File: config.mk
export PLATFORM = sky130hd
export DESIGN_NAME = sleep_wakeup_source_control
export DESIGN_NICKNAME = d
export VERILOG_FILES = /design/src/hw/wake_pkg.sv /design/src/hw/edge_detect_if.sv /design/src/hw/sleep_wakeup_source_control.sv /design/src/hw/wake_edge_detect.sv
export VERILOG_INCLUDE_DIRS = /design/src /design/src/hw
export SDC_FILE = /design/constraint.sdc
export NUM_CORES = 1
export LEC_CHECK = 0
export BUFFER_PORTS_ARGS = -buffer_cell sky130_fd_sc_hd__clkbuf_2
export CAP_MARGIN = 20
export CORE_ASPECT_RATIO = 0.75
export CORE_MARGIN = 2
export CORE_UTILIZATION = 25
export DETAILED_ROUTE_END_ITERATION = 12
export PLACE_DENSITY_LB_ADDON = 0.12
export SETUP_SLACK_MARGIN = 0.2
export SYNTH_ARGS = -nofsm -noshare
export SYNTH_HDL_FRONTEND = slang
export SYNTH_SLANG_ARGS = --single-unit
File: constraint.sdc
create_clock -name clk -period 7.5 [get_ports clk]
set_input_delay 1.5 -clock clk [delete_from_list [all_inputs] [get_ports clk]]
set_output_delay 1.5 -clock clk [all_outputs]
set_load 0.03 [all_outputs]
File: src/hw/wake_params.svh
// Register offsets, field positions, reset values and timing counts of the wake control block.
// Assumes an 8-bit special function register port driven by the on-chip CPU.
`ifndef WAKE_PARAMS_SVH
`define WAKE_PARAMS_SVH

`define ADDR_RTC_WAKE_INTERVAL_SELECT  8'h96
`define ADDR_WAKE_PIN_EDGE_SELECT      8'hc7
`define ADDR_WAKE_SOURCE_CONTROL       8'hc9
`define ADDR_RTC_SECONDS_WAKE_INTERVAL 8'hdf

`define RST_RTC_WAKE_INTERVAL_SELECT   8'h00
`define RST_WAKE_PIN_EDGE_SELECT       8'h00
`define RST_WAKE_SOURCE_CONTROL        8'h00
`define RST_RTC_SECONDS_WAKE_INTERVAL  8'h00

`define BIT_ENERGY_PULSE_WAKE_ENABLE   2
`define BIT_PORT_ZERO_WAKE_ENABLE      1
`define BIT_IO_WAKE_RESUME_MODE        0
`define BIT_SECONDS_MODE               6
`define SECONDS_MODE_SELECT            3'h7

`define EDGE_PIN_FOUR_HI               7
`define EDGE_PIN_THREE_HI              5

`define SLEEP_BITS_CLEAR_MASK          8'h66

// Tick clock period 62.5 ms in microseconds; all intervals are multiples of it
`define TICK_PERIOD_US                 62500
`define CLK_PERIOD_NS                  20
`define TICKS_PER_SECOND               16

`endif

File: src/hw/wake_pkg.sv
// Types shared by the wake control block.
// Assumes nothing of its surroundings.
package wake_pkg;
  typedef enum logic [2:0] {
    AWAKE    = 3'b001,
    SLEEPING = 3'b010,
    WAKING   = 3'b100
  } wake_state_e;

  typedef logic [1:0] edge_code_t;
endpackage

File: src/hw/edge_detect_if.sv
// Interface between the wake controller and its pin edge detector.
// Assumes both ends run on one clock.
`timescale 1ns/1ps
`default_nettype none
interface edge_detect_if;
  logic [1:0] pinLevel;
  logic [3:0] edgeSel;
  logic [1:0] pinEvent;
  modport ctrl (output pinLevel, output edgeSel, input pinEvent);
  modport det  (input pinLevel, input edgeSel, output pinEvent);
endinterface
`default_nettype wire

File: src/hw/sleep_wakeup_source_control.sv
// Wakeup source control for the sleep states: enables, pin edges, RTC interval.
// Assumes an 8-bit CPU register port and a 62.5 ms tick from the RTC.
`timescale 1ns/1ps
`default_nettype none
`include "wake_params.svh"

module sleep_wakeup_source_control
  import wake_pkg::*;
#(
  parameter int TICK_WIDTH = 21
)(
  // Clock and reset
  input  wire logic       clk,
  input  wire logic       rst_n,
  // CPU register port
  input  wire logic [7:0] regAddr,
  input  wire logic       regWrite,
  input  wire logic [7:0] regWdata,
  output logic      [7:0] regRdata,
  // Sleep controls
  input  wire logic       sleepEnter,
  input  wire logic [7:0] sleepCtrl,
  output logic      [7:0] sleepCtrlCleared,
  output logic            sleepCtrlClearStrobe,
  // Wake sources
  input  wire logic       energyPulseOutput,
  input  wire logic       wakePinFour,
  input  wire logic       wakePinThree,
  input  wire logic       rtcTick,
  // Wake results
  output logic            wakeResume,
  output logic            wakeReset,
  output logic            selectCrystalClock,
  output logic            sleeping
);
  // ----------------------------------------------------------------
  // Registers
  // ----------------------------------------------------------------
  logic [7:0]        intervalSel_r, intervalSel_nxt;
  logic [7:0]        edgeSel_r, edgeSel_nxt;
  logic [2:0]        srcCtrl_r, srcCtrl_nxt;
  logic [7:0]        rtc_seconds_wake_interval_r, rtc_seconds_wake_interval_nxt;
  logic [7:0]        rdata_nxt;
  wake_state_e       state_r, state_nxt;
  logic [TICK_WIDTH-1:0] tickCnt_r, tickCnt_nxt;
  logic [TICK_WIDTH-1:0] tickLimit;
  logic              resume_nxt, reset_nxt, xtal_nxt, clrStb_nxt;
  logic [7:0]        clrVal_nxt;
  logic              rtcEvent, ioEvent, pulseEvent;

  edge_detect_if ed ();

  assign ed.pinLevel = {wakePinFour, wakePinThree};
  assign ed.edgeSel  = edgeSel_r[`EDGE_PIN_FOUR_HI:`EDGE_PIN_THREE_HI - 1];

  wake_edge_detect u_edge (
    .clk   (clk),
    .rst_n (rst_n),
    .ed    (ed)
  );

  always_comb begin
    intervalSel_nxt = intervalSel_r;
    edgeSel_nxt     = edgeSel_r;
    srcCtrl_nxt     = srcCtrl_r;
    rtc_seconds_wake_interval_nxt      = rtc_seconds_wake_interval_r;
    if (regWrite) begin
      case (regAddr)
        `ADDR_RTC_WAKE_INTERVAL_SELECT:  intervalSel_nxt = regWdata;
        `ADDR_WAKE_PIN_EDGE_SELECT:      edgeSel_nxt     = regWdata;
        `ADDR_WAKE_SOURCE_CONTROL:       srcCtrl_nxt     = regWdata[2:0];
        `ADDR_RTC_SECONDS_WAKE_INTERVAL: rtc_seconds_wake_interval_nxt      = regWdata;
        default:                         ;
      endcase
    end
    case (regAddr)
      `ADDR_RTC_WAKE_INTERVAL_SELECT:  rdata_nxt = intervalSel_r;
      `ADDR_WAKE_PIN_EDGE_SELECT:      rdata_nxt = edgeSel_r;
      `ADDR_WAKE_SOURCE_CONTROL:       rdata_nxt = {5'h00, srcCtrl_r};
      `ADDR_RTC_SECONDS_WAKE_INTERVAL: rdata_nxt = rtc_seconds_wake_interval_r;
      default:                         rdata_nxt = 8'h00;
    endcase
  end

  always_ff @(posedge clk) begin
    if (!rst_n) begin
      intervalSel_r <= `RST_RTC_WAKE_INTERVAL_SELECT;
      edgeSel_r     <= `RST_WAKE_PIN_EDGE_SELECT;
      srcCtrl_r     <= 3'h0;
      rtc_seconds_wake_interval_r      <= `RST_RTC_SECONDS_WAKE_INTERVAL;
      regRdata      <= 8'h00;
    end else begin
      intervalSel_r <= intervalSel_nxt;
      edgeSel_r     <= edgeSel_nxt;
      srcCtrl_r     <= srcCtrl_nxt;
      rtc_seconds_wake_interval_r      <= rtc_seconds_wake_interval_nxt;
      regRdata      <= rdata_nxt;
    end
  end

  // ----------------------------------------------------------------
  // RTC interval, counted in 62.5 ms ticks
  // ----------------------------------------------------------------
  // Seconds mode only honoured with select at seven, so a stray bit cannot alter the code
  logic secMode;
  assign secMode = rtc_seconds_wake_interval_r[`BIT_SECONDS_MODE] && (intervalSel_r[2:0] == `SECONDS_MODE_SELECT);

  always_comb begin
    if (secMode) begin
      if (rtc_seconds_wake_interval_r[5:0] == 6'h00)
        tickLimit = TICK_WIDTH'(1);
      else
        tickLimit = TICK_WIDTH'((rtc_seconds_wake_interval_r[5:0] + 7'd1) * `TICKS_PER_SECOND);
    end else begin
      case (intervalSel_r[2:0])
        3'h0:    tickLimit = TICK_WIDTH'(`TICKS_PER_SECOND);
        3'h1:    tickLimit = TICK_WIDTH'(60 * `TICKS_PER_SECOND);
        3'h2:    tickLimit = TICK_WIDTH'(3600 * `TICKS_PER_SECOND);
        3'h3:    tickLimit = TICK_WIDTH'(86400 * `TICKS_PER_SECOND);
        3'h4:    tickLimit = TICK_WIDTH'(8);
        3'h5:    tickLimit = TICK_WIDTH'(4);
        3'h6:    tickLimit = TICK_WIDTH'(2);
        default: tickLimit = TICK_WIDTH'(1);
      endcase
    end
  end

  assign rtcEvent   = rtcTick && (tickCnt_r + TICK_WIDTH'(1) >= tickLimit);
  assign pulseEvent = energyPulseOutput && srcCtrl_r[`BIT_ENERGY_PULSE_WAKE_ENABLE];
  assign ioEvent    = (|ed.pinEvent) && srcCtrl_r[`BIT_PORT_ZERO_WAKE_ENABLE];

  // ----------------------------------------------------------------
  // Sleep state machine
  // ----------------------------------------------------------------
  always_comb begin
    state_nxt   = state_r;
    tickCnt_nxt = tickCnt_r;
    resume_nxt  = 1'b0;
    reset_nxt   = 1'b0;
    xtal_nxt    = 1'b0;
    clrStb_nxt  = 1'b0;
    clrVal_nxt  = sleepCtrlCleared;
    case (state_r)
      AWAKE: begin
        tickCnt_nxt = '0;
        if (sleepEnter)
          state_nxt = SLEEPING;
      end
      SLEEPING: begin
        if (rtcTick)
          tickCnt_nxt = rtcEvent ? '0 : tickCnt_r + TICK_WIDTH'(1);
        if (ioEvent) begin
          state_nxt = WAKING;
          if (srcCtrl_r[`BIT_IO_WAKE_RESUME_MODE]) begin
            resume_nxt = 1'b1;
            clrStb_nxt = 1'b1;
            clrVal_nxt = sleepCtrl & ~`SLEEP_BITS_CLEAR_MASK;
          end else begin
            reset_nxt = 1'b1;
            xtal_nxt  = 1'b1;
          end
        end else if (pulseEvent || rtcEvent) begin
          state_nxt  = WAKING;
          resume_nxt = 1'b1;
        end
      end
      WAKING:  state_nxt = AWAKE;
      default: state_nxt = AWAKE;
    endcase
  end

  always_ff @(posedge clk) begin
    if (!rst_n) begin
      state_r              <= AWAKE;
      tickCnt_r            <= '0;
      wakeResume           <= 1'b0;
      wakeReset            <= 1'b0;
      selectCrystalClock   <= 1'b0;
      sleepCtrlClearStrobe <= 1'b0;
      sleepCtrlCleared     <= 8'h00;
      sleeping             <= 1'b0;
    end else begin
      state_r              <= state_nxt;
      tickCnt_r            <= tickCnt_nxt;
      wakeResume           <= resume_nxt;
      wakeReset            <= reset_nxt;
      selectCrystalClock   <= xtal_nxt;
      sleepCtrlClearStrobe <= clrStb_nxt;
      sleepCtrlCleared     <= clrVal_nxt;
      sleeping             <= (state_nxt == SLEEPING);
    end
  end

  // ----------------------------------------------------------------
  // Checks
  // ----------------------------------------------------------------
  property p_pulse_gate;
    @(posedge clk) disable iff (!rst_n)
      (state_r == SLEEPING && energyPulseOutput && !srcCtrl_r[`BIT_ENERGY_PULSE_WAKE_ENABLE]
       && !ioEvent && !rtcEvent) |=> !wakeResume;
  endproperty
  a_pulse_gate: assert property (p_pulse_gate) else $error("pulse woke while disabled");

  property p_io_gate;
    @(posedge clk) disable iff (!rst_n)
      (state_r == SLEEPING && !srcCtrl_r[`BIT_PORT_ZERO_WAKE_ENABLE] && !pulseEvent && !rtcEvent)
      |=> !wakeResume && !wakeReset;
  endproperty
  a_io_gate: assert property (p_io_gate) else $error("pin woke while disabled");

  property p_resume;
    @(posedge clk) disable iff (!rst_n)
      (state_r == SLEEPING && ioEvent && srcCtrl_r[`BIT_IO_WAKE_RESUME_MODE])
      |=> wakeResume && !wakeReset ##1 !wakeResume;
  endproperty
  a_resume: assert property (p_resume) else $error("resume wake wrong");

  property p_clear;
    @(posedge clk) disable iff (!rst_n)
      sleepCtrlClearStrobe |-> (sleepCtrlCleared & `SLEEP_BITS_CLEAR_MASK) == 8'h00;
  endproperty
  a_clear: assert property (p_clear) else $error("sleep bits not cleared");

  property p_reset_wake;
    @(posedge clk) disable iff (!rst_n)
      (state_r == SLEEPING && ioEvent && !srcCtrl_r[`BIT_IO_WAKE_RESUME_MODE])
      |=> wakeReset && selectCrystalClock && !sleepCtrlClearStrobe;
  endproperty
  a_reset_wake: assert property (p_reset_wake) else $error("reset wake wrong");

  property p_fast_tick;
    @(posedge clk) disable iff (!rst_n)
      (!secMode && intervalSel_r[2:0] == 3'h7) |-> tickLimit == TICK_WIDTH'(1);
  endproperty
  a_fast_tick: assert property (p_fast_tick) else $error("62.5 ms code wrong");

  property p_sec;
    @(posedge clk) disable iff (!rst_n)
      (secMode && rtc_seconds_wake_interval_r[5:0] != 6'h00)
      |-> tickLimit == TICK_WIDTH'((rtc_seconds_wake_interval_r[5:0] + 7'd1) * 16);
  endproperty
  a_sec: assert property (p_sec) else $error("seconds interval wrong");

  property p_sec_zero;
    @(posedge clk) disable iff (!rst_n)
      (secMode && rtc_seconds_wake_interval_r[5:0] == 6'h00) |-> tickLimit == TICK_WIDTH'(1);
  endproperty
  a_sec_zero: assert property (p_sec_zero) else $error("zero seconds interval wrong");

  property p_awake_quiet;
    @(posedge clk) disable iff (!rst_n)
      (state_r == AWAKE) |=> !wakeResume && !wakeReset;
  endproperty
  a_awake_quiet: assert property (p_awake_quiet) else $error("wake while awake");

  property p_pulse_wake;
    @(posedge clk) disable iff (!rst_n)
      (state_r == SLEEPING && pulseEvent && !ioEvent)
      |=> wakeResume && !wakeReset && !sleepCtrlClearStrobe;
  endproperty
  a_pulse_wake: assert property (p_pulse_wake) else $error("pulse wake missing");

  property p_pin_wake;
    @(posedge clk) disable iff (!rst_n)
      (state_r == SLEEPING && (|ed.pinEvent) && srcCtrl_r[`BIT_PORT_ZERO_WAKE_ENABLE])
      |=> wakeResume || wakeReset;
  endproperty
  a_pin_wake: assert property (p_pin_wake) else $error("pin wake missing");

  // Other sleep control bits must pass through untouched
  property p_keep_bits;
    @(posedge clk) disable iff (!rst_n)
      (state_r == SLEEPING && ioEvent && srcCtrl_r[`BIT_IO_WAKE_RESUME_MODE])
      |=> sleepCtrlCleared == ($past(sleepCtrl) & ~`SLEEP_BITS_CLEAR_MASK);
  endproperty
  a_keep_bits: assert property (p_keep_bits) else $error("sleep control bits not kept");

  property p_tick_count;
    @(posedge clk) disable iff (!rst_n)
      (state_r == SLEEPING && rtcTick && !rtcEvent)
      |=> tickCnt_r == $past(tickCnt_r) + TICK_WIDTH'(1);
  endproperty
  a_tick_count: assert property (p_tick_count) else $error("tick count wrong");

  property p_sleep_enter;
    @(posedge clk) disable iff (!rst_n)
      (state_r == AWAKE && sleepEnter) |=> sleeping;
  endproperty
  a_sleep_enter: assert property (p_sleep_enter) else $error("sleep not entered");

  property p_rise_four;
    @(posedge clk) disable iff (!rst_n)
      (edgeSel_r[`EDGE_PIN_FOUR_HI -: 2] == 2'h1 && $rose(wakePinFour)) |=> ed.pinEvent[1];
  endproperty
  a_rise_four: assert property (p_rise_four) else $error("pin four rise missed");

  property p_fall_three;
    @(posedge clk) disable iff (!rst_n)
      (edgeSel_r[`EDGE_PIN_THREE_HI -: 2] != 2'h1 && $fell(wakePinThree)) |=> ed.pinEvent[0];
  endproperty
  a_fall_three: assert property (p_fall_three) else $error("pin three fall missed");
endmodule
`default_nettype wire

File: src/hw/wake_edge_detect.sv
// Per-pin edge detector for the two port-zero wakeup pins.
// Assumes pin levels already synchronous to clk.
`timescale 1ns/1ps
`default_nettype none
module wake_edge_detect
  import wake_pkg::*;
(
  // Clock and reset
  input wire logic   clk,
  input wire logic   rst_n,
  // Controller side
  edge_detect_if.det ed
);
  logic [1:0] prevLevel_r;
  logic [1:0] prevLevel_nxt;
  logic [1:0] pinEvent_r;
  logic [1:0] pinEvent_nxt;

  genvar g;
  generate
    for (g = 0; g < 2; g++) begin : g_pin
      edge_code_t sel;
      logic       rise;
      logic       fall;
      assign sel  = ed.edgeSel[2*g+1 -: 2];
      assign rise = ed.pinLevel[g] & ~prevLevel_r[g];
      assign fall = ~ed.pinLevel[g] & prevLevel_r[g];
      always_comb begin
        prevLevel_nxt[g] = ed.pinLevel[g];
        case (sel)
          2'h1:    pinEvent_nxt[g] = rise;
          2'h2:    pinEvent_nxt[g] = rise | fall;
          default: pinEvent_nxt[g] = fall;
        endcase
      end
    end
  endgenerate

  always_ff @(posedge clk) begin
    if (!rst_n) begin
      prevLevel_r <= 2'h3;
      pinEvent_r  <= 2'h0;
    end else begin
      prevLevel_r <= prevLevel_nxt;
      pinEvent_r  <= pinEvent_nxt;
    end
  end

  assign ed.pinEvent = pinEvent_r;
endmodule
`default_nettype wire

== Word level (Yosys, flattened, before mapping) ==
Cells that the tools add are included.
Cells by class
  add/subtract/negate cells: 2
  magnitude comparators: 1
  equal/unequal tests: 19
  mux-type cells: 17
  bitwise gates (word level): 10
  reductions and logical operators: 17
Operators with widths (count)
  $pmux 21 s7: 1
  $mux 21: 3
  $pmux 21 s2: 1
  $eq 8x8->1 const B: 4
  $pmux 8 s4: 1
  $add 21x1->21 const B: 1
  $ge 21x21->1: 1
  $eq 3x2->1 const B: 4
  $eq 3x3->1 const B: 4
  $reduce_and 2->1: 6
  $mux 11: 1
  $mux 3: 3
  $add 6x1->7 const B: 1
  $eq 3x1->1 const B: 2
  $logic_not 6->1: 1
  $pmux 3 s2: 1
  $reduce_and 3->1: 2
  $and 1x1->1: 4
  $eq 2x1->1 const B: 2
  $eq 2x2->1 const B: 2
  $logic_and 1x1->1: 4
  $mux 1: 4
  $not 1->1: 4
  $pmux 1 s2: 2
  6 further kinds: 7
Word-level totals
  register bits after elaboration: 71
  input bits: 32
  output and inout bits: 21
  word-level logic and storage cells: 80

== Logic depth before layout (Yosys ltp) ==
Gate-level depths: netlist (run 1).
  word-level depth: 10
  mapped depth: 17
  gate-level depth less buffers: 15

== Cells and area by module ==
A second synthesis (run 1) with hierarchy kept.
Second synthesis, totals
  cells, all modules: 471
  area total of the unflattened synthesis: 4026.4 µm²
Modules (own cells, without submodules)
  sleep_wakeup_source_control: times used 1, cells an instance 441, area an instance 3751.1 µm², sequential area each 1341.3 µm²
  wake_edge_detect: times used 1, cells an instance 30, area an instance 275.3 µm², sequential area each 80.1 µm²

== Worst setup path before layout (run 1) ==
Ideal clock, no wire load.
  kind: reg2reg
  from: register tickCnt_r[0]
  to: register tickCnt_r[2]
  library setup time: 0.074 ns
  arrival: 3.405 ns
  required time: 7.426 ns
  setup slack: 4.021 ns
  cell stages (with the launch flop): 17
  path buffers: 2
  clock period less this slack: 3.479 ns
  cell sequence: dfxtp_1 -> ha_1 -> nand3_1 -> nor2_1 -> and3_1 -> clkbuf_1 -> nand2_1 -> and2_1 -> or2_2 -> ha_1 -> or3_1 -> o211ai_1 -> a311oi_2 -> o41ai_4 -> buf_4 -> nand3b_1 -> a31oi_1
Between the ends
  word-level cells in the longest chain between the ends: 6
Ends and longest elaborated chain
  start: declaration: line sleep_wakeup_source_control.sv:45  | logic [TICK_WIDTH-1:0] tickCnt_r, tickCnt_nxt;
  start signal: assignment: line sleep_wakeup_source_control.sv:184  | tickCnt_r <= tickCnt_nxt;
  $add 21x1->21 *: line sleep_wakeup_source_control.sv:128, sleep_wakeup_source_control.sv:151
  $ge 21x21->1: line sleep_wakeup_source_control.sv:128  | assign rtcEvent = rtcTick && (tickCnt_r + TICK_WIDTH'(1) >= tickLimit);
  $logic_and 1x1->1: line sleep_wakeup_source_control.sv:128
  $mux 21 *: line sleep_wakeup_source_control.sv:151  | tickCnt_nxt = rtcEvent ? '0 : tickCnt_r + TICK_WIDTH'(1);
  $mux 21 *: line sleep_wakeup_source_control.sv:150  | if (rtcTick)
  $pmux 21 s2 *: line sleep_wakeup_source_control.sv:143  | case (state_r)
Mark *: on every way between the ends. The rest lies on a longest branch, timed or not. The select of a mux whose other input is x is not followed.
A chain may end at the register's enable or synchronous reset.

== Worst setup path in the final report (run 1) ==
  from: register tickCnt_r[0]
  to: register tickCnt_r[20]
The elaborated chain is that of the path after synthesis.

==> metrics.md, run 1 <==
| Metric | Value |
|---|---|
| Status | `completed` |
| DR WL met2 | `4320 µm` |
| Leak pwr | `1.75 nW` |
| Peak VDD IR | `0.0992 mV` |
| Routability Congestion | `0.738` |
| First-pass GRT wire length | `17400 µm` |
| Vias per cell | `4.90` |
| Initial DRC count | `236` |
| Crit path time final | `4.06 ns` |
| Final worst slack | `3.44 ns` |
| Required @ worst endpoint | `7.73 ns` |
| Dpl ws | `3.47 ns` |
| Rows | `40` |
| Slowest-stage cell, CP | `a311oi_2` |
| Final instance area | `4740 µm²` |
| Total Routed Length | `10900 µm` |
| Layout cells sized above 1 | `14.3%` |
| Min-Delay Path Class | `reg -> reg` |
| Worst Path Arrival | `4.29 ns` |
| Synth cell types | `50` |
| Initial Util | `25.4%` |
| DP HPWL | `7770 µm` |
| Die ar. | `17200 µm²` |
| Most common cell after layout, fill and taps aside | `dfxtp_1` |
| Num CTS Buffers | `9` |
| Slew Limit Headroom | `30.4%` |
| Setup TNS | `0 ns` |
| Post-CTS resize count | `0` |
| Die Width | `151 µm` |
| # setup viols final | `0` |
| Post-CTS setup buffer count | `0` |
| Area of the multi-input gates | `2440 µm²` |
| Die H | `114 µm` |
| Worst r2r dst | `tickCnt_r[20]$_SDFFE_PN0P_` |
| Final Max Tran Viols | `0` |
| Final nets | `572` |
| Worst path cell trace | `ha_1 > nand3_1 > nor2_1 > and3_1 > nand2_1 > and2_1 > or2_2 > ha_1 > a21oi_1 > o21ai_0 > o211ai_1 > a311oi_2 > o41ai_4 > buf_4 > and2_4 > a32o_1` |
| CTS Sinks | `71` |
| FMAX | `246 MHz` |
| Total track usage | `13.4%` |
| Delay-heaviest family, CP | `simple AND/OR/NAND/NOR gates` |
| DR pass1 iterations | `7` |
| Crit path max fanout | `25` |
| Seq. cell area | `1420 µm²` |
| # IOs | `53` |
| Routed wl met3 | `660 µm` |
| Final Hold Fails | `0` |
| Routed vias | `3535` |
| Ant diodes | `0` |
| Clk root buf | `clkbuf_16` |
| Post-DP Area | `4460 µm²` |
| Ys async rst share | `0%` |
| Clk_lat worst skew | `0.34 ns` |
| Vias in the first global route | `3282` |
| GRT overflow | `0` |
| Least-Margin Pin Slew | `1.03 ns` |
| Worst Setup Path Type | `reg -> reg` |
| CTS tree | `done` |
| ANT nets after route | `0` |
| Warnings, synthesis | `0` |
| Reg clk slew, reported paths | `0.06 ns` |
| Top cell type's share of synthesized area | `35.1%` |
| Critical path capture point type | `flip-flop` |
| Syn Inst Count | `476` |
| Setup crit start kind | `flip-flop` |
| Commonest cells after routing, fill and taps aside | `dfxtp_1, nand2_1, nand3_1` |
| R2R cell count | `16` |
| Area leader, netlist | `dfxtp_1` |
| Syn Area/Cell | `8.51 µm²` |
| Sequential share of the synthesized area | `35.1%` |
| WL met1 | `5770 µm` |
| Initial antenna violation count | `0` |
| Drt drc | `0` |
| Fin crit share | `54.1%` |
| Setup crit start | `tickCnt_r[0]$_SDFFE_PN0P_` |
| PortBufs | `44` |
| Fillcell total | `1718` |
| Seq cells post-synth | `71` |
| Stages on the worst setup path | `16` |
| Synth Flop Type | `dfxtp_1` |
| Core footprint | `15900 µm²` |
| WL/cell | `15.1 µm` |
| Biggest cell delay along the critical path | `0.45 ns` |
| Worst path bufs/invs | `1` |
| Post-Syn Area | `4050 µm²` |
| Maximum clock insertion buffer count | `2` |
| Highest Signal Layer | `met4` |
| Max Cap Violations | `0` |
| Layout area overhead | `17.2%` |
| H-Tree Depth | `3` |
| CP dominant cell by count | `ha_1` |
| Worst R2R Start | `tickCnt_r[0]$_SDFFE_PN0P_` |
| Number of flops mapped to enable cells by yosys | `0` |
| Hold bufs inserted after CTS | `0` |
| R2r setup slk | `3.44 ns` |
| Synth area leaders | `dfxtp_1, ha_1, nand3_1, nand2_1, a21boi_0` |
| Largest net degree at the start of global routing | `57` |
| PwrDens | `180 nW/µm²` |
| Final setup skew | `0.00496 ns` |
| Worst Setup EP | `tickCnt_r[20]$_SDFFE_PN0P_` |
| RSZ-0062 raised after global routing | `false` |
==> kinds of logic after synthesis <==
group,share of synthesized area (%)
muxes,1.98
AOI/OAI and AO/OA,18.4
DFF,35.1
adders and majority gates,9.27
buffers and inverters,5.19
and+or+nand+nor,25.4
other,0.0926
xor gates and xnor gates,4.54
==> how the worst min path moves through the flow <==
stage / depth (start not counted) / slack (ns) / endpoint / startpoint
6_report: 2 / 0.46 / rtc_seconds_wake_interval_r[7]$_SDFFE_PN0P_ / rtc_seconds_wake_interval_r[7]$_SDFFE_PN0P_
5_1_grt: 2 / 0.49 / intervalSel_r[6]$_SDFFE_PN0P_ / intervalSel_r[6]$_SDFFE_PN0P_
4_1_cts: 2 / 0.47 / rtc_seconds_wake_interval_r[7]$_SDFFE_PN0P_ / rtc_seconds_wake_interval_r[7]$_SDFFE_PN0P_
3_5_place_dp: 2 / 0.46 / intervalSel_r[6]$_SDFFE_PN0P_ / intervalSel_r[6]$_SDFFE_PN0P_
3_3_place_gp: 2 / 0.45 / intervalSel_r[6]$_SDFFE_PN0P_ / intervalSel_r[6]$_SDFFE_PN0P_
2_1_floorplan: 2 / 0.44 / rtc_seconds_wake_interval_r[7]$_SDFFE_PN0P_ / rtc_seconds_wake_interval_r[7]$_SDFFE_PN0P_
==> worst min-delay path: cells and delay by family, from the launching register on <==
family	cells	cell delay [ns]
DFF	1	0.30
AOI/OAI and AO/OA	1	0.06
and+or+nand+nor	1	0.04
==> synthesized netlist by cell type (8+ instances only) <==
cell      instances
dfxtp_1          71
nand2_1          58
nand3_1          52
ha_1             30
a21boi_0         28
clkbuf_1         23
nor2b_1          20
inv_1            18
xnor2_1          18
nor2_1           17
a21oi_1          15
a32oi_1          11
nand4_1           9
a222oi_1          8
mux2i_1           8
==> power breakdown <==
group	internal [W]	switching, W	leakage, nW
registers	0.000380	0.00000173	0.573
logic	0.0000146	0.0000268	1.03
clock network	0.000270	0.000158	0.141
==> metrics by stage <==
step	hold WS (ns)	total power [W]	instances	utilization (%)
detailed placement	0.462	0.000431	709	28.0
floorplan	0.443	0.000415	479	-
global route	0.488	0.000889	722	29.8
finish	0.464	0.000852	722	29.8
global placement	0.452	0.000431	708	28.0
CTS	0.469	0.000867	722	29.8
==> final cells by class <==
cell class | instances | area share [%]
clock buffer | 12 | 5.41
clock inverter | 1 | 0.633
sequential | 71 | 30.0
tap | 210 | 5.54
multi-input combinational | 360 | 51.5
timing repair buffer | 50 | 5.54
inverter | 18 | 1.42
==> layer usage <==
layer  vias up  GRT usage (%)
met1      1645           20.0
met2       100           17.9
li1       1780              -
met3        10           3.71
met5         -              0
met4         0           4.98
==> sequential cells by signal, summed over array words and instances, names as in the netlist <==
signal                       flops
tickCnt_r                       21
edgeSel_r                        8
intervalSel_r                    8
regRdata                         8
rtc_seconds_wake_interval_r      8
sleepCtrlCleared                 4
srcCtrl_r                        3
state_r                          3
u_edge.ed.pinEvent               2
u_edge.prevLevel_r               2
selectCrystalClock               1
sleepCtrlClearStrobe             1
sleeping                         1
wakeResume                       1
Note: power is estimated with default switching activity, not from simulation.
==> inputs of run 2 (changes only) <==
- ABC_AREA: not set -> 1
- clock period: 7.5 -> 3.28 ns (I/O delays scaled with it)
==> metrics.md, run 2 <==
| Metric | Value |
|---|---|
| Largest net degree at the start of global routing | `37 (-35%)` |
| Final nets | `684 (+20%)` |
| Initial antenna violation count | `0 (unchanged)` |
| Total track usage | `13.8% (+0.42 points)` |
| HP Start | `intervalSel_r[3]$_SDFFE_PN0P_` |
| Die H | `115 µm (+0.37%)` |
| Synth cell count leaders | `nand2_1, inv_1, dfxtp_1` |
| Final setup skew | `0.00719 ns (+0.00223 ns)` |
| Sequential share of the synthesized area | `34.8% (-0.27 points)` |
| Setup crit start kind | `flip-flop` |
| Synth area leaders | `dfxtp_1, nand2_1, ha_1, a21oi_1, inv_1` |
| Fillcell total | `1743 (+1.5%)` |
| Ant diodes | `0 (unchanged)` |
| Layout cells sized above 1 | `20.6% (+6.3 points)` |
| Seq cells post-synth | `71 (unchanged)` |
| Routed wl met3 | `602 µm (-8.8%)` |
| DR WL met2 | `4520 µm (+4.4%)` |
| R2r setup slk | `0.14 ns (-3.29 ns)` |
| Total Routed Length | `11700 µm (+7.6%)` |
| Area of the multi-input gates | `2400 µm² (-1.9%)` |
| Combinational Power Share | `5.4% (+0.5 points)` |
| R2R cell count | `22 (+6)` |
| Synth Flop Type | `dfxtp_1` |
| Least-Margin Pin Slew | `0.733 ns (-0.299 ns)` |
| Critical path capture point type | `flip-flop` |
| Area leader, netlist | `dfxtp_1` |
| Worst Path Arrival | `3.37 ns (-0.92 ns)` |
| Syn Inst Count | `564 (+18%)` |
| FMAX | `319 MHz (+29%)` |
| Fin crit share | `95.6% (+41 points)` |
| DP HPWL | `8800 µm (+13%)` |
| Synth cell types | `38 (-24%)` |
| Hold bufs inserted after CTS | `0 (unchanged)` |
| Min-Delay Path Class | `reg -> reg` |
| Rows | `40 (unchanged)` |
| Drt drc | `0 (unchanged)` |
| # setup viols final | `0 (unchanged)` |
| WL/cell | `14.0 µm (-7.1%)` |
| Clock power frac | `49.9% (-0.4 points)` |
| Commonest cells after routing, fill and taps aside | `nand2_1, inv_1, dfxtp_1` |
| Core footprint | `16000 µm² (+0.63%)` |
| Post-Syn Area | `4080 µm² (+0.77%)` |
| Final Max Tran Viols | `0 (unchanged)` |
| Die Width | `152 µm (+0.37%)` |
| Most common cell after layout, fill and taps aside | `nand2_1` |
| CTS tree | `done` |
| Status | `completed` |
| Peak VDD IR | `0.204 mV (+110%)` |
| Setup TNS | `0 ns (unchanged)` |
| Required @ worst endpoint | `3.51 ns (-4.22 ns)` |
| Clk root buf | `clkbuf_16` |
| Max reg flops | `21 (unchanged)` |
| Layout area overhead | `24.4%` |
| Final Hold Fails | `0 (unchanged)` |
| DR pass1 iterations | `7 (unchanged)` |
| Seq. cell area | `1430 µm² (+0.44%)` |
| Die ar. | `17400 µm² (+0.75%)` |
| Routability Congestion | `0.788 (+6.9%)` |
| Warnings, synthesis | `0 (unchanged)` |
| Initial DRC count | `264 (+12%)` |
| Max Cap Violations | `0 (unchanged)` |
| Top cell type's share of synthesized area | `34.8% (-0.27 points)` |
| Top-count cell post-synth | `nand2_1` |
| GRT overflow | `0 (unchanged)` |
| Leak pwr | `2.22 nW (+27%)` |
| Highest Signal Layer | `met4` |
| P_int | `0.00148 W (+120%)` |
| Num CTS Buffers | `9 (unchanged)` |
| Hold Path Depth | `2 (unchanged)` |
| Number of flops mapped to enable cells by yosys | `0 (unchanged)` |
| # IOs | `53 (unchanged)` |
| Vias per cell | `4.64 (-5.3%)` |
| H-Tree Depth | `3 (unchanged)` |
| Crit path time final | `3.14 ns (-0.925 ns)` |
| Syn Area/Cell | `7.23 µm² (-15%)` |
| Ys async rst share | `0% (unchanged)` |
| WL met1 | `6440 µm (+12%)` |
| Most flops, register | `tickCnt_r` |
| Sequential share of power | `44.8% (about the same)` |
| P_sw | `0.000464 W (+150%)` |
| Worst r2r dst | `wakeResume$_SDFF_PN0_` |
| RSZ-0062 raised after global routing | `true` |
| Reg clk slew, reported paths | `0.06 ns (about the same)` |
| First-pass GRT wire length | `18300 µm (+5.2%)` |
| Worst R2R Start | `tickCnt_r[1]$_SDFFE_PN0P_` |
| Worst Setup Path Type | `reg -> reg` |
| Slew Limit Headroom | `50.9% (+21 points)` |
| Initial Util | `25.5% (+0.036 points)` |
| Clk_lat worst skew | `0.34 ns (about the same)` |
| Post-DP Area | `4600 µm² (+3.2%)` |
| Hold Path End | `intervalSel_r[3]$_SDFFE_PN0P_` |
| ANT nets after route | `0 (unchanged)` |
| Final instance area | `5070 µm² (+7.0%)` |
| PortBufs | `44 (unchanged)` |
| Maximum clock insertion buffer count | `2 (unchanged)` |
| PwrDens | `383 nW/µm² (+110%)` |
| Net Sw Frac | `23.8% (+1.9 points)` |
| CTS Sinks | `71 (unchanged)` |
| Routed vias | `3878 (+9.7%)` |
| Vias in the first global route | `3471 (+5.8%)` |
| Crit path max fanout | `6 (-76%)` |
run 2: worst max-delay path: stages (launching register included):
cell     delay (ns)
dfxtp_4        0.36
ha_4           0.13
nand4_1        0.17
nor3_2         0.28
nand2_2        0.18
nor2_2         0.15
xor2_1         0.23
ha_1           0.32
buf_4          0.16
nand3_2        0.05
nor2_1         0.05
nand2_1        0.09
nand3_1        0.07
nor2_1         0.09
nand2_1        0.06
nand2_1        0.07
nand2_2        0.06
nand2_4        0.14
nand2_4        0.08
nand2_8        0.10
nand2_4        0.07
nand2_4        0.08
nor2_2         0.03
run 2: metal layers:
| layer | vias to the layer above | track usage (%) |
|---|---|---|
| met3 | 11 | 3.23 |
| met5 | - | 0 |
| met2 | 99 | 18.4 |
| met1 | 1790 | 21.4 |
| li1 | 1978 | - |
| met4 | 0 | 4.20 |
run 2: how the worst max path moves through the flow:
| stage | startpoint | end | slack (ns) | depth (start not counted) |
|---|---|---|---|---|
| floorplan | tickCnt_r[0]$_SDFFE_PN0P_ | state_r[2]$_SDFF_PN0_ | 0.59 | 22 |
| global placement | tickCnt_r[1]$_SDFFE_PN0P_ | tickCnt_r[1]$_SDFFE_PN0P_ | 0.15 | 19 |
| detailed placement | tickCnt_r[1]$_SDFFE_PN0P_ | tickCnt_r[9]$_SDFFE_PN0P_ | 0.20 | 19 |
| CTS | tickCnt_r[1]$_SDFFE_PN0P_ | tickCnt_r[9]$_SDFFE_PN0P_ | 0.22 | 19 |
| global route | tickCnt_r[0]$_SDFFE_PN0P_ | tickCnt_r[14]$_SDFFE_PN0P_ | -0.12 | 21 |
| finish | tickCnt_r[1]$_SDFFE_PN0P_ | wakeResume$_SDFF_PN0_ | 0.14 | 22 |
run 2: timing repair:
action | 4_1_cts | 5_1_grt
setup endpoints to repair | 18 | 25
setup buffers | 0 | 5
gates resized for setup | 1 | 30
cloned | 0 | 1
pin swaps | 0 | 18
run 2: final cells by class:
cell class              instances  area share, %
clock buffers                   9           4.44
flip-flops and latches         71           28.1
repair buffers                 67           8.33
well taps                     210           5.18
clock inverters                 6           1.23
inverters                      74           5.47
multi-input cells             399           47.2
run 2: logic make-up after synthesis:
group,share of synthesized area [%]
flip-flops,34.8
AND/OR/NAND/NOR,26.5
buffers and inverters,9.66
adder cells (fa/ha/maj),9.20
AO/OA/AOI/OAI,15.3
XOR/XNOR,4.45
other,0.0919
run 2: stage by stage:
step | setup slack [ns] | total power (W) | instances | hold slack [ns] | utilization, %
2_1_floorplan | 0.587 | 0.000951 | 567 | 0.429 | -
3_3_place_gp | 0.153 | 0.000992 | 815 | 0.439 | 28.7
3_5_place_dp | 0.199 | 0.000993 | 815 | 0.446 | 28.7
4_1_cts | 0.220 | 0.00197 | 830 | 0.455 | 30.5
5_1_grt | -0.117 | 0.00202 | 836 | 0.480 | 31.7
6_report | 0.144 | 0.00195 | 836 | 0.456 | 31.7
run 2: power by group through the flow:
stage | registers (W) | clock network (W) | logic (W)
4_1_cts | 0.000872 | 0.000997 | 0.000103
5_1_grt | 0.000871 | 0.00103 | 0.000119
2_1_floorplan | 0.000892 | 0 | 0.0000583
3_3_place_gp | 0.000890 | 0 | 0.000101
6_report | 0.000871 | 0.000970 | 0.000105
3_5_place_dp | 0.000891 | 0 | 0.000102
==> inputs of run 3 (changes only) <==
- REMOVE_ABC_BUFFERS: not set -> 1
==> metrics.md, run 3 (synthesis results as in run 2) <==
| Metric | Value |
|---|---|
| Status | `completed` |
| Die H | `115 µm (unchanged)` |
| Max Cap Violations | `0 (unchanged)` |
| Reg clk slew, reported paths | `0.06 ns (about the same)` |
| DP HPWL | `8840 µm (+0.47%)` |
| Clk_lat worst skew | `0.35 ns (about the same)` |
| Peak VDD IR | `0.195 mV (-4.2%)` |
| Final Max Tran Viols | `0 (unchanged)` |
| Setup crit start | `tickCnt_r[0]$_SDFFE_PN0P_` |
| CP dominant cell by count | `nand2_1` |
| Setup TNS | `0 ns (unchanged)` |
| Vias per cell | `4.57 (-1.4%)` |
| Slew Limit Headroom | `61.3% (+10 points)` |
| # IOs | `53 (unchanged)` |
| Crit path max fanout | `8 (+2)` |
| RSZ-0062 raised after global routing | `true` |
| Initial Util | `25.5% (unchanged)` |
| FMAX | `330 MHz (+3.4%)` |
| Hold_ws | `0.454 ns (-0.00243 ns)` |
| Seq. cell area | `1430 µm² (unchanged)` |
| PwrDens | `392 nW/µm² (+2.2%)` |
| Most common cell after layout, fill and taps aside | `nand2_1` |
| Ant diodes | `0 (unchanged)` |
| Worst Path Arrival | `3.31 ns (-0.06 ns)` |
| Most flops, register | `tickCnt_r` |
| Final setup skew | `0.00890 ns (+0.00171 ns)` |
| Slowest-stage cell, CP | `dfxtp_2` |
| First-pass GRT wire length | `19300 µm (+5.2%)` |
| # setup viols final | `0 (unchanged)` |
| Critical path capture point type | `flip-flop` |
| Biggest cell delay along the critical path | `0.35 ns (about the same)` |
| Layout cells sized above 1 | `20.3% (-0.35 points)` |
| Crit path time final | `3.03 ns (-0.104 ns)` |
| Least-Margin Pin Slew | `0.576 ns (-0.158 ns)` |
| Total Routed Length | `11900 µm (+1.4%)` |
| PortBufs | `44 (unchanged)` |
| H-Tree Depth | `3 (unchanged)` |
| ANT nets after route | `0 (unchanged)` |
| Layout area overhead | `24.7%` |
| Die Width | `152 µm (unchanged)` |
| Initial antenna violation count | `0 (unchanged)` |
| Largest net degree at the start of global routing | `37 (unchanged)` |
| Commonest cells after routing, fill and taps aside | `nand2_1, inv_1, dfxtp_1` |
| HP Start | `intervalSel_r[4]$_SDFFE_PN0P_` |
| Worst Setup Path Type | `reg -> reg` |
| Clk root buf | `clkbuf_16` |
| Worst path cell trace | `ha_4 > nand4_1 > nor3_2 > nand2_2 > nor2_2 > xor2_1 > ha_1 > nand2_1 > nor2_1 > nand2_1 > nor2_1 > nand2_1 > nand3_1 > nor2_1 > nand2_1 > nand2_1 > nand2_2 > nand2_4 > buf_12 > nand4_1 > a21oi_2` |
| CTS tree | `done` |
| Fin crit share | `92.4% (-3.2 points)` |
| GRT overflow | `0 (unchanged)` |
| Vias in the first global route | `3761 (+8.4%)` |
| Required @ worst endpoint | `3.56 ns (+0.05 ns)` |
| Rows | `40 (unchanged)` |
| DR pass1 iterations | `4 (-3)` |
| CTS Sinks | `71 (unchanged)` |
| Maximum clock insertion buffer count | `2 (unchanged)` |
| Area of the multi-input gates | `2350 µm² (-1.9%)` |
| Num CTS Buffers | `9 (unchanged)` |
| Max reg flops | `21 (unchanged)` |
| Total track usage | `14.5% (+0.73 points)` |
| WL/cell | `14.1 µm (+0.63%)` |
| Routability Congestion | `0.832 (+5.5%)` |
| Core footprint | `16000 µm² (unchanged)` |
| Routed vias | `3852 (-0.67%)` |
| Worst R2R Start | `tickCnt_r[0]$_SDFFE_PN0P_` |
| Fillcell total | `1748 (+0.29%)` |
| Setup crit start kind | `flip-flop` |
| Initial DRC count | `266 (+0.76%)` |
| Drt drc | `0 (unchanged)` |
| Leak pwr | `2.24 nW (+0.94%)` |
| Die ar. | `17400 µm² (unchanged)` |
| Min-Delay Path Class | `reg -> reg` |
| Final nets | `689 (+0.73%)` |
| Final Hold Fails | `0 (unchanged)` |
-- run 3: changes by cell type in the layout (fill, tap and decap cells not counted), sizes merged --
cell / before / now
clkbuf: 54 / 55
clkinv: 6 / 4
buf: 22 / 27
inv: 73 / 74
clkinvlp: 0 / 1
-- run 3: worst max-delay path, delay by kind of cell (launching register included) --
| family | cells | cell delay (ns) |
|---|---|---|
| buf+inv | 1 | 0.14 |
| xor+xnor | 1 | 0.22 |
| flops | 1 | 0.35 |
| simple gates | 16 | 1.67 |
| compound gates | 1 | 0.15 |
| fa+ha+maj | 2 | 0.42 |
-- run 3: path summary, 6_finish.rpt --
path | to | slack, ns | cells after the start
worst max register to register | tickCnt_r[8]$_SDFFE_PN0P_ | 0.25 | 21
worst max-delay path | tickCnt_r[8]$_SDFFE_PN0P_ | 0.25 | 21
worst min register to register | intervalSel_r[4]$_SDFFE_PN0P_ | 0.45 | 2
worst min-delay path | intervalSel_r[4]$_SDFFE_PN0P_ | 0.45 | 2
-- run 3: per-layer routing --
layer	wire [µm]	GRT usage [%]	vias to the layer above
met3	684	3.35	12
li1	-	-	1988
met2	4590	20.0	99
met4	153	4.51	0
met5	0	0	-
met1	6450	22.1	1753
-- run 3: final cells by class --
class	count	share of cell area (%)
multi-input combinational	399	46.2
sequential	71	28.1
timing repair buffer	72	9.05
clock buffer	10	4.70
tap	210	5.16
inverter	74	5.46
clock inverter	6	1.35
-- run 3: power by group --
group          leakage [nW]  internal [W]  switching, W
combinational          1.52     0.0000315     0.0000738
clock                 0.149      0.000613      0.000404
sequential            0.575      0.000868    0.00000276
-- run 3: repair_timing --
item,4_1_cts,5_1_grt
hold endpoints to repair,0,0
cloned,0,1
gates resized for setup,4,18
setup endpoints to repair,24,25
hold buffers,0,0
pin swaps,4,5
buffers inserted,8,2
-- run 3: stage by stage --
stage | utilization, % | cells | worst slack [ns] | total power, W | area (µm²)
after floorplan | - | 544 | 0.532 | 0.000938 | 3980
after global placement | 28.7 | 815 | 0.192 | 0.000993 | 4600
after detailed placement | 28.7 | 815 | 0.146 | 0.000995 | 4600
after CTS | 31.1 | 839 | 0.169 | 0.00203 | 4980
after global routing | 31.8 | 842 | 0.0298 | 0.00207 | 5090
final | 31.8 | 842 | 0.248 | 0.00199 | 5090
